--- config.mk ---
export PLATFORM = sky130hd
export DESIGN_NAME = pboa_core
export DESIGN_NICKNAME = d
export VERILOG_FILES = /design/src/pboa_pkg.sv /design/src/pboa_core.sv
export VERILOG_INCLUDE_DIRS = /design/src
export SDC_FILE = /design/constraint.sdc
export NUM_CORES = 2
export LEC_CHECK = 0
export BUFFER_PORTS_ARGS = -buffer_cell sky130_fd_sc_hd__clkbuf_2
export CELL_PAD_IN_SITES_DETAIL_PLACEMENT = 0
export CELL_PAD_IN_SITES_GLOBAL_PLACEMENT = 1
export CORE_UTILIZATION = 51
export DETAILED_ROUTE_END_ITERATION = 8
export PLACE_DENSITY_LB_ADDON = 0.08
export RECOVER_POWER = 50
export SYNTH_ARGS = -nofsm -noshare
export SYNTH_HDL_FRONTEND = slang
export SYNTH_SLANG_ARGS = --single-unit
export TNS_END_PERCENT = 20
--- constraint.sdc ---
create_clock -name hclk -period 7.8 [get_ports hclk]
set_clock_uncertainty 0.2 [all_clocks]
set_input_delay 0.39 -clock hclk [delete_from_list [all_inputs] [get_ports hclk]]
set_output_delay 0.39 -clock hclk [all_outputs]
set_load 0.02 [all_outputs]
--- src/pboa_params.svh ---
// Constants for the breakpoint output action block.
// Assumes a 32-bit AHB-Lite slave decoding the low eight address bits.
`ifndef PBOA_PARAMS_SVH
`define PBOA_PARAMS_SVH
`define PBOA_AXES      4
`define PBOA_OFS_ON    5'h00
`define PBOA_OFS_OFF   5'h04
`define PBOA_OFS_BKPT  5'h08
`define PBOA_OFS_CTRL  5'h0C
`define PBOA_OFS_PRE   5'h10
`define PBOA_OFS_SFT   5'h14
`define PBOA_OFS_POS   5'h18
`define PBOA_OFS_GPO   8'h80
`define PBOA_RST_MASK  32'h00000000
`define PBOA_RST_BKPT  32'h00000000
`define PBOA_RST_POS   32'h00000000
`define PBOA_RST_GPO   32'h00000000
`define PBOA_RST_EN    1'b0
`endif

--- src/pboa_pkg.sv ---
// Types shared by the breakpoint output action block.
// Assumes the constants header is compiled alongside.
package pboa_pkg;
  typedef struct packed {
    logic [31:0] on_mask;
    logic [31:0] off_mask;
    logic [31:0] bkpt;
    logic        en;
  } pboa_axis_cfg_t;
  typedef struct packed {
    logic       valid;
    logic       write;
    logic [7:0] addr;
  } pboa_dphase_t;
endpackage

--- src/pboa_core.sv ---
// Per-axis position counters with breakpoint-driven output masks.
// Assumes one AHB-Lite master, hready tied to hreadyout, one clock.
// Function
// - Axis breakpoint drives every output in its off mask high.
// - Axis breakpoint drives every output in its on mask low, unless an off mask that fires in the same cycle also has that bit.
// - Outputs with clear mask bits keep their level on breakpoint.
// - Masks are 32 bits, bit k controls general output k.
// - Each axis has its own mask pair, applied only on its breakpoint.
// - No mask action unless that axis breakpoint is enabled.
// - Masks persist across breakpoint events until rewritten.
// - Preset loads the axis counter with a signed 32-bit value.
// - Preset clears the axis breakpoint enable.
// - Shift adds a signed offset without losing encoder counts.
// - Shift clears the axis breakpoint enable.
//
// The AHB-Lite register port and the register offsets were decided locally.
`timescale 1ns/1ps
`include "pboa_params.svh"
module pboa_core
  import pboa_pkg::*;
(
  input  wire logic                  hclk,
  input  wire logic                  hresetn,
  input  wire logic                  hsel,
  input  wire logic [31:0]           haddr,
  input  wire logic [1:0]            htrans,
  input  wire logic                  hwrite,
  input  wire logic [2:0]            hsize,
  input  wire logic [31:0]           hwdata,
  input  wire logic                  hready,
  output logic                       hreadyout,
  output logic                       hresp,
  output logic [31:0]                hrdata,
  input  wire logic [`PBOA_AXES-1:0] enc_up,
  input  wire logic [`PBOA_AXES-1:0] enc_dn,
  output logic [31:0]                general_output,
  output logic [`PBOA_AXES-1:0]      bkpt_event
);

  // ------------------------------------------------------------
  // State
  // ------------------------------------------------------------
  pboa_dphase_t           dph_q, dph_d;
  logic [31:0]            hrdata_q, hrdata_d;
  pboa_axis_cfg_t         cfg_q [`PBOA_AXES];
  pboa_axis_cfg_t         cfg_d [`PBOA_AXES];
  logic [31:0]            pos_q [`PBOA_AXES];
  logic [31:0]            pos_d [`PBOA_AXES];
  logic [31:0]            step  [`PBOA_AXES];
  logic [31:0]            gpo_q, gpo_d;
  logic [`PBOA_AXES-1:0]  fire_q, fire;
  logic [`PBOA_AXES-1:0]  pre_wr, sft_wr, mask_wr;
  logic [31:0]            on_sum, off_sum;
  logic                   wr, gpo_wr;
  logic [4:0]             sub;
  logic [1:0]             ax;

  assign hreadyout      = 1'b1;
  assign hresp          = 1'b0;
  assign hrdata         = hrdata_q;
  assign general_output = gpo_q;
  assign bkpt_event     = fire_q;

  // ------------------------------------------------------------
  // Next state
  // ------------------------------------------------------------
  always_comb
  begin
    dph_d.valid = hsel && htrans[1] && hready;
    dph_d.write = hwrite;
    dph_d.addr  = haddr[7:0];
    wr     = dph_q.valid && dph_q.write;
    ax     = dph_q.addr[6:5];
    sub    = dph_q.addr[4:0];
    gpo_wr = wr && (dph_q.addr == `PBOA_OFS_GPO);
    hrdata_d = 32'h00000000;
    if (dph_d.valid && !hwrite)
    begin
      if (haddr[7:0] == `PBOA_OFS_GPO)
        hrdata_d = gpo_q;
      else if (!haddr[7])
      begin
        case (haddr[4:0])
          `PBOA_OFS_ON:   hrdata_d = cfg_q[haddr[6:5]].on_mask;
          `PBOA_OFS_OFF:  hrdata_d = cfg_q[haddr[6:5]].off_mask;
          `PBOA_OFS_BKPT: hrdata_d = cfg_q[haddr[6:5]].bkpt;
          `PBOA_OFS_CTRL: hrdata_d = {31'h00000000, cfg_q[haddr[6:5]].en};
          `PBOA_OFS_POS:  hrdata_d = pos_q[haddr[6:5]];
          default:        hrdata_d = 32'h00000000;
        endcase
      end
    end
  end

  // ------------------------------------------------------------
  // Axis counters and breakpoint compare
  // ------------------------------------------------------------
  always_comb
  begin
    on_sum  = 32'h00000000;
    off_sum = 32'h00000000;
    for (int a = 0; a < `PBOA_AXES; a++)
    begin
      pre_wr[a]  = wr && !dph_q.addr[7] && (ax == 2'(a))
                   && (sub == `PBOA_OFS_PRE);
      sft_wr[a]  = wr && !dph_q.addr[7] && (ax == 2'(a))
                   && (sub == `PBOA_OFS_SFT);
      mask_wr[a] = wr && !dph_q.addr[7] && (ax == 2'(a))
                   && ((sub == `PBOA_OFS_ON) || (sub == `PBOA_OFS_OFF));
      step[a]    = {31'h00000000, enc_up[a]} - {31'h00000000, enc_dn[a]};
      cfg_d[a]   = cfg_q[a];
      if (wr && !dph_q.addr[7] && (ax == 2'(a)))
      begin
        case (sub)
          `PBOA_OFS_ON:   cfg_d[a].on_mask  = hwdata;
          `PBOA_OFS_OFF:  cfg_d[a].off_mask = hwdata;
          `PBOA_OFS_BKPT: cfg_d[a].bkpt     = hwdata;
          `PBOA_OFS_CTRL: cfg_d[a].en       = hwdata[0];
          default:        cfg_d[a].en       = cfg_q[a].en;
        endcase
      end
      if (pre_wr[a] || sft_wr[a])
        cfg_d[a].en = 1'b0;
      if (pre_wr[a])
        pos_d[a] = hwdata + step[a];
      else if (sft_wr[a])
        pos_d[a] = pos_q[a] + hwdata + step[a];
      else
        pos_d[a] = pos_q[a] + step[a];
      fire[a] = cfg_q[a].en && !pre_wr[a] && !sft_wr[a]
                && (pos_d[a] == cfg_q[a].bkpt)
                && (pos_q[a] != cfg_q[a].bkpt);
      if (fire[a])
      begin
        on_sum  = on_sum | cfg_q[a].on_mask;
        off_sum = off_sum | cfg_q[a].off_mask;
      end
    end
  end

  // ------------------------------------------------------------
  // Output levels
  // ------------------------------------------------------------
  always_comb
  begin
    gpo_d = gpo_wr ? hwdata : gpo_q;
    gpo_d = (gpo_d & ~on_sum) | off_sum;
  end

  // ------------------------------------------------------------
  // Registers
  // ------------------------------------------------------------
  always_ff @(posedge hclk or negedge hresetn)
  begin
    if (!hresetn)
    begin
      dph_q    <= '0;
      hrdata_q <= 32'h00000000;
    end
    else
    begin
      dph_q    <= dph_d;
      hrdata_q <= hrdata_d;
    end
  end

  always_ff @(posedge hclk or negedge hresetn)
  begin
    if (!hresetn)
    begin
      fire_q <= '0;
      for (int a = 0; a < `PBOA_AXES; a++)
      begin
        cfg_q[a].on_mask  <= `PBOA_RST_MASK;
        cfg_q[a].off_mask <= `PBOA_RST_MASK;
        cfg_q[a].bkpt     <= `PBOA_RST_BKPT;
        cfg_q[a].en       <= `PBOA_RST_EN;
        pos_q[a]          <= `PBOA_RST_POS;
      end
    end
    else
    begin
      fire_q <= fire;
      for (int a = 0; a < `PBOA_AXES; a++)
      begin
        cfg_q[a] <= cfg_d[a];
        pos_q[a] <= pos_d[a];
      end
    end
  end

  always_ff @(posedge hclk or negedge hresetn)
  begin
    if (!hresetn)
      gpo_q <= `PBOA_RST_GPO;
    else
      gpo_q <= gpo_d;
  end

  // ------------------------------------------------------------
  // Checks
  // ------------------------------------------------------------
  property p_untouched_hold;
    @(posedge hclk) disable iff (!hresetn)
      (|fire && !gpo_wr) |=>
        (((gpo_q ^ $past(gpo_q)) & ~$past(on_sum | off_sum)) == 0);
  endproperty
  a_untouched_hold: assert property (p_untouched_hold)
    else $error("unmasked output changed on breakpoint");

  property p_quiet_stable;
    @(posedge hclk) disable iff (!hresetn)
      (!(|fire) && !gpo_wr) |=> $stable(gpo_q);
  endproperty
  a_quiet_stable: assert property (p_quiet_stable)
    else $error("outputs changed without event or write");

  property p_event_out;
    @(posedge hclk) disable iff (!hresetn)
      |fire |=> (bkpt_event == $past(fire));
  endproperty
  a_event_out: assert property (p_event_out)
    else $error("event output does not follow breakpoint");

  for (genvar g = 0; g < `PBOA_AXES; g++)
  begin : g_chk
    property p_off_high;
      @(posedge hclk) disable iff (!hresetn)
        fire[g] |=> ((gpo_q & $past(cfg_q[g].off_mask))
                     == $past(cfg_q[g].off_mask));
    endproperty
    a_off_high: assert property (p_off_high)
      else $error("off mask outputs not high");

    property p_on_low;
      @(posedge hclk) disable iff (!hresetn)
        fire[g] |=> ((gpo_q & $past(cfg_q[g].on_mask & ~off_sum)) == 0);
    endproperty
    a_on_low: assert property (p_on_low)
      else $error("on mask outputs not low");

    property p_no_en_no_fire;
      @(posedge hclk) disable iff (!hresetn)
        !cfg_q[g].en |-> !fire[g];
    endproperty
    a_no_en_no_fire: assert property (p_no_en_no_fire)
      else $error("breakpoint fired while disabled");

    property p_mask_keep;
      @(posedge hclk) disable iff (!hresetn)
        !mask_wr[g] |=> ($stable(cfg_q[g].on_mask)
                         && $stable(cfg_q[g].off_mask));
    endproperty
    a_mask_keep: assert property (p_mask_keep)
      else $error("mask changed without write");

    property p_preset;
      @(posedge hclk) disable iff (!hresetn)
        pre_wr[g] |=> (pos_q[g] == $past(hwdata) + $past(step[g]))
                      && !cfg_q[g].en;
    endproperty
    a_preset: assert property (p_preset)
      else $error("preset value or enable wrong");

    property p_pre_dis;
      @(posedge hclk) disable iff (!hresetn)
        pre_wr[g] |=> !cfg_q[g].en;
    endproperty
    a_pre_dis: assert property (p_pre_dis)
      else $error("preset left breakpoint enabled");

    property p_shift;
      @(posedge hclk) disable iff (!hresetn)
        sft_wr[g] |=> (pos_q[g] == $past(pos_q[g]) + $past(hwdata)
                                   + $past(step[g]));
    endproperty
    a_shift: assert property (p_shift)
      else $error("shift lost counts");

    property p_sft_dis;
      @(posedge hclk) disable iff (!hresetn)
        sft_wr[g] |=> !cfg_q[g].en;
    endproperty
    a_sft_dis: assert property (p_sft_dis)
      else $error("shift left breakpoint enabled");

    property p_count;
      @(posedge hclk) disable iff (!hresetn)
        (!pre_wr[g] && !sft_wr[g]) |=>
          (pos_q[g] == $past(pos_q[g]) + $past(step[g]));
    endproperty
    a_count: assert property (p_count)
      else $error("encoder step lost");

    property p_event_dis;
      @(posedge hclk) disable iff (!hresetn)
        !cfg_q[g].en |=> !bkpt_event[g];
    endproperty
    a_event_dis: assert property (p_event_dis)
      else $error("event raised while disabled");

    property p_event_at_bkpt;
      @(posedge hclk) disable iff (!hresetn)
        bkpt_event[g] |-> (pos_q[g] == $past(cfg_q[g].bkpt));
    endproperty
    a_event_at_bkpt: assert property (p_event_at_bkpt)
      else $error("event raised away from breakpoint");

    property p_on_wr;
      @(posedge hclk) disable iff (!hresetn)
        (mask_wr[g] && (sub == `PBOA_OFS_ON)) |=>
          (cfg_q[g].on_mask == $past(hwdata));
    endproperty
    a_on_wr: assert property (p_on_wr)
      else $error("on mask not stored whole");

    property p_off_wr;
      @(posedge hclk) disable iff (!hresetn)
        (mask_wr[g] && (sub == `PBOA_OFS_OFF)) |=>
          (cfg_q[g].off_mask == $past(hwdata));
    endproperty
    a_off_wr: assert property (p_off_wr)
      else $error("off mask not stored whole");

    property p_en_keep;
      @(posedge hclk) disable iff (!hresetn)
        !wr |=> $stable(cfg_q[g].en);
    endproperty
    a_en_keep: assert property (p_en_keep)
      else $error("enable changed without write");
  end

  property p_gpo_write;
    @(posedge hclk) disable iff (!hresetn)
      (gpo_wr && !(|fire)) |=> (gpo_q == $past(hwdata));
  endproperty
  a_gpo_write: assert property (p_gpo_write)
    else $error("output write did not land");

  c_fire: cover property (@(posedge hclk) disable iff (!hresetn)
    |fire);
  c_two_fire: cover property (@(posedge hclk) disable iff (!hresetn)
    $countones(fire) > 1);
  c_shift_step: cover property (@(posedge hclk) disable iff (!hresetn)
    (|sft_wr) && (|enc_up));
  c_preset: cover property (@(posedge hclk) disable iff (!hresetn)
    |pre_wr);

endmodule

==> impl_results.rst <==
.. list-table::
   :header-rows: 1

   * - Metric
     - Value
   * - Global-route wire length before repair
     - around 400,000 microns
   * - Critical path's largest stage delay
     - roughly 1.2 ns
   * - Maximum number of pins on one net before global-route repair
     - 150
   * - FMAX
     - between 100 and 150 MHz
   * - Post-Syn Area per Cell
     - 8.91 sq um
   * - Setup violations, final
     - 0
   * - Capture endpoint of the worst hold path
     - cfg_q[30]
   * - Class of the most critical setup path
     - reg -> reg
   * - Cells taking the most area after synthesis
     - dfrtp_1 25%, ha_1 7.8%, mux2_2 6.6%, fa_1 4.6%, nand2_1 4.1%
   * - Total of buffers placed on input and output ports
     - 121
   * - Most used standard cells in the synthesized netlist
     - 645 x nand2_1, 594 x dfrtp_1, 414 x a21oi_1, 380 x clkbuf_1, 377 x nor2_1
   * - Highest fanout seen on the critical path
     - 32
   * - RR Endpoint
     - general_output[9]
   * - Type of destination of the critical path
     - flip-flop
   * - Number of max-slew violations in the final report
     - 697
   * - Routability-driven placement congestion ratio
     - roughly 1.0
   * - Die Outline Area
     - 119,000 sq um
   * - Run status
     - complete, but fails checks
   * - Clock Sinks
     - just under 600
   * - Fraction of the yosys area taken by sequential cells
     - 24.9%
   * - Antenna violations before repair
     - 24
   * - Fraction of the cycle the final worst path needs
     - slightly above 90%
   * - Clock tree from TritonCTS
     - done
   * - Max transition margin
     - -250%
   * - Crit path max-delay cell type
     - clkbuf_1
   * - HPWL after DPL
     - around 210,000 microns
   * - Die width
     - ~340 microns
   * - Hold Path Depth
     - 3
   * - CTS Root Buffer Type
     - clkbuf_16
   * - Fraction of final layout cells sized beyond drive strength 1
     - 13.7%
   * - Final design instance area without fill
     - 65,000 sq um
   * - H-tree depth
     - 3
   * - Overall Global Routing Usage
     - a little under half
   * - NumNets Final
     - 7,252
   * - Buffers inserted by post-CTS timing repair
     - 0
   * - DRC viols
     - 0
   * - Post-layout minimum cycle time
     - 7.17 ns
   * - # resized after CTS
     - 0
   * - Layout overhead on the synthesized area
     - 8.80%
   * - Number of core rows
     - 125
   * - Storage element area
     - between 10,000 and 15,000 sq um
   * - Failing checks
     - max-capacitance violations, max-slew violations
   * - Type of the most critical hold path
     - in -> reg
   * - Final Power
     - about 0.024 W
   * - Reg-to-reg startpoint
     - dph_q[3]
   * - Cells after Synth
     - 6,709
   * - Pleak
     - 27.3 nW
   * - Number of enable-type register cells in the synthesized netlist
     - 0
   * - GRT overflow
     - 0
   * - Clk_lat worst skew
     - 0.69 ns
   * - #FFs+latches synth
     - 594
   * - Final-report hold violation count
     - 0
   * - Count of fill cells added during filler insertion
     - around 11,000
   * - Most frequent cell after synthesis
     - nand2_1
   * - First-pass iteration count of the detailed router
     - 6
   * - Worst Setup Slack post-DPL
     - 0.835 ns
   * - FFs w/ async S/R, synth
     - 100%
   * - Total nets after synthesis
     - 7,299
   * - Primary FF master, synth
     - dfrtp_1
   * - Startpoint Class
     - flip-flop
   * - Antenna-violating nets left
     - 0
   * - Yosys top cell by area
     - dfrtp_1
   * - Count of synthesis-stage warnings from yosys
     - 0
   * - Synth unique cells
     - 96
   * - Clock Pin Slew Worst Setup and Hold Paths
     - 0.06 ns
   * - Drt total wl
     - 282,000 microns
   * - Die span in y
     - 344 microns
   * - Worst-Margin Slew
     - approximately 5.3 ns
   * - Fin Setup TNS
     - 0 ns
   * - Reg2reg setup slack
     - 0.63 ns
   * - Worst ir drop on vdd
     - approximately 240 uV
   * - Placed instance area
     - roughly 62,000 sq um
   * - Fraction of post-synthesis cell area in the top cell type by area
     - 24.9%
   * - Maximum capacitance violations
     - 11
   * - Netlist area before placement
     - 59,700 sq um
   * - Power Dens Cells
     - 365 nW/um^2
   * - Number of top-level design ports
     - 152
   * - Number of vias per cell after detailed routing
     - between 7 and 8
   * - TritonCTS buffer count
     - 75
   * - Area taken by multi-input logic gates
     - ~43,000 sq um
   * - Required time of the worst setup path
     - about 8.2 ns
   * - Cell breakdown of the critical path
     - or4b_1 > nor3_2 > clkbuf_1 > o221ai_1 > and3_1 > and3_1 > a2111oi_0 > nand4_1 > a2111oi_0 > o2111ai_1 > or4_1 > buf_4 > nor4_1 > a311oi_1 > o21ai_1
   * - Arrival time at the worst endpoint
     - roughly 7.6 ns
   * - Worst Reg2Reg Path Length in Cells
     - 15
   * - Smallest setup slack after layout
     - 0.633 ns
   * - Standard cell core area
     - 116,000 sq um
   * - Buffer depth of the longest clock path
     - 3
   * - Number of DRC violations after detailed-routing iteration 0
     - approximately 7,600
   * - Setup repair after global routing missed its margin
     - false
   * - Startpoint of the tightest hold check path
     - hwdata[29]
   * - Number of global-route vias before repair
     - 56,100
   * - Starting utilization of the core area
     - 51.4%
   * - Vias post-DR
     - 60,300
   * - Detail-routed net length per standard cell
     - 34.2 microns
[cell type report]
cell class,instances,share of cell area (%)
well taps,1524,2.93
flip-flops and latches,594,22.9
multi-input cells,5521,66.0
clock buffers,102,3.29
diodes,18,0.0693
clock inverters,32,0.658
inverters,163,0.941
repair buffers,307,3.22
[state kept, by name, indices dropped and copies added (netlist names)]
register / cells
ax: 2
pos_q: 128
general_output: 32
hrdata: 32
bkpt_event: 4
cfg_q: 388
dph_q: 8
[power by group]
group	switching (W)	total, W	internal (W)	leakage, nW
Clock	0.00154	0.00371	0.00217	1.26
Combinational	0.00952	0.0150	0.00547	18.7
Sequential	0.00156	0.00505	0.00349	7.31
Total	0.0126	0.0238	0.0111	27.3
[routing by layer]
layer,track usage [%],routed length (microns),vias to the layer above
met2,66.7,117000,4052
met4,30.8,21500,20
met1,59.5,107000,29700
met3,16.3,37100,1000
li1,-,-,25600
met5,0.561,223,-
[cell families (layout without fill, tap and decap cells)]
| kind of cell | Yosys count | count (layout) | synth area share (%) |
|---|---|---|---|
| xor gates and xnor gates | 413 | 413 | 6.22 |
| muxes | 578 | 578 | 12.5 |
| buffers and inverters | 594 | 604 | 3.83 |
| AOI/OAI and AO/OA | 1954 | 1954 | 22.5 |
| adders and majority gates | 508 | 508 | 12.3 |
| and+or+nand+nor | 2066 | 2066 | 17.7 |
| DFF | 594 | 594 | 24.9 |
| other | 2 | 20 | 0.0126 |
[how the worst max path moves through the flow]
stage / slack [ns] / depth (start not counted) / from / endpoint
after floorplan: 0.08 / 20 / enc_up[1] / general_output[14]
after detailed placement: 0.83 / 22 / enc_up[1] / general_output[21]
after global routing: 0.66 / 15 / dph_q[3] / general_output[16]
after global placement: 0.92 / 20 / enc_up[3] / general_output[23]
final: 0.63 / 15 / dph_q[3] / general_output[9]
after CTS: 1.35 / 19 / pos_q[65] / general_output[21]
[placed cells by master (no fill, tap or decap), types with 45 or more instances in the layout]
cell type	instances
a221oi_1	50
xor2_1	132
a21oi_1	413
o21ai_0	328
ha_1	368
a31oi_1	79
o21a_1	76
mux4_2	99
clkbuf_16	76
nor4_1	118
nand2b_1	46
nand2_1	645
or4_1	62
or3_1	66
and2_1	62
a311oi_1	53
o211ai_1	74
nor3b_1	46
and3_1	64
inv_1	163
fa_1	136
dfrtp_1	593
clkbuf_2	45
nor3_1	127
a22oi_1	66
clkbuf_1	97
mux2_2	350
a21o_1	156
nand3_1	121
xnor2_1	271
a32oi_1	57
a211oi_1	94
nand4_1	133
o21bai_1	45
buf_4	151
a41oi_1	49
nor2_1	367
mux2i_1	129
[critical path: cells and delay by family, from the launching register on]
kind | cells | cell delay, ns
buf+inv | 2 | 1.54
flops | 1 | 0.44
simple gates | 7 | 2.87
compound gates | 6 | 1.97
[timing repair]
item,in CTS,in global routing
endpoints found under the setup margin,0,0
hold buffers,9,0
endpoints found under the hold margin,126,0
[per-stage QoR]
stage	hold slack (ns)	instances	utilization, %
after floorplan	-0.106	6709	-
after global placement	0.297	8100	53.8
after detailed placement	0.309	8100	53.8
after CTS	0.146	8243	56.1
after global routing	0.179	8243	55.9
final	0.170	8261	55.9
Note: power is estimated with default switching activity, not from simulation.
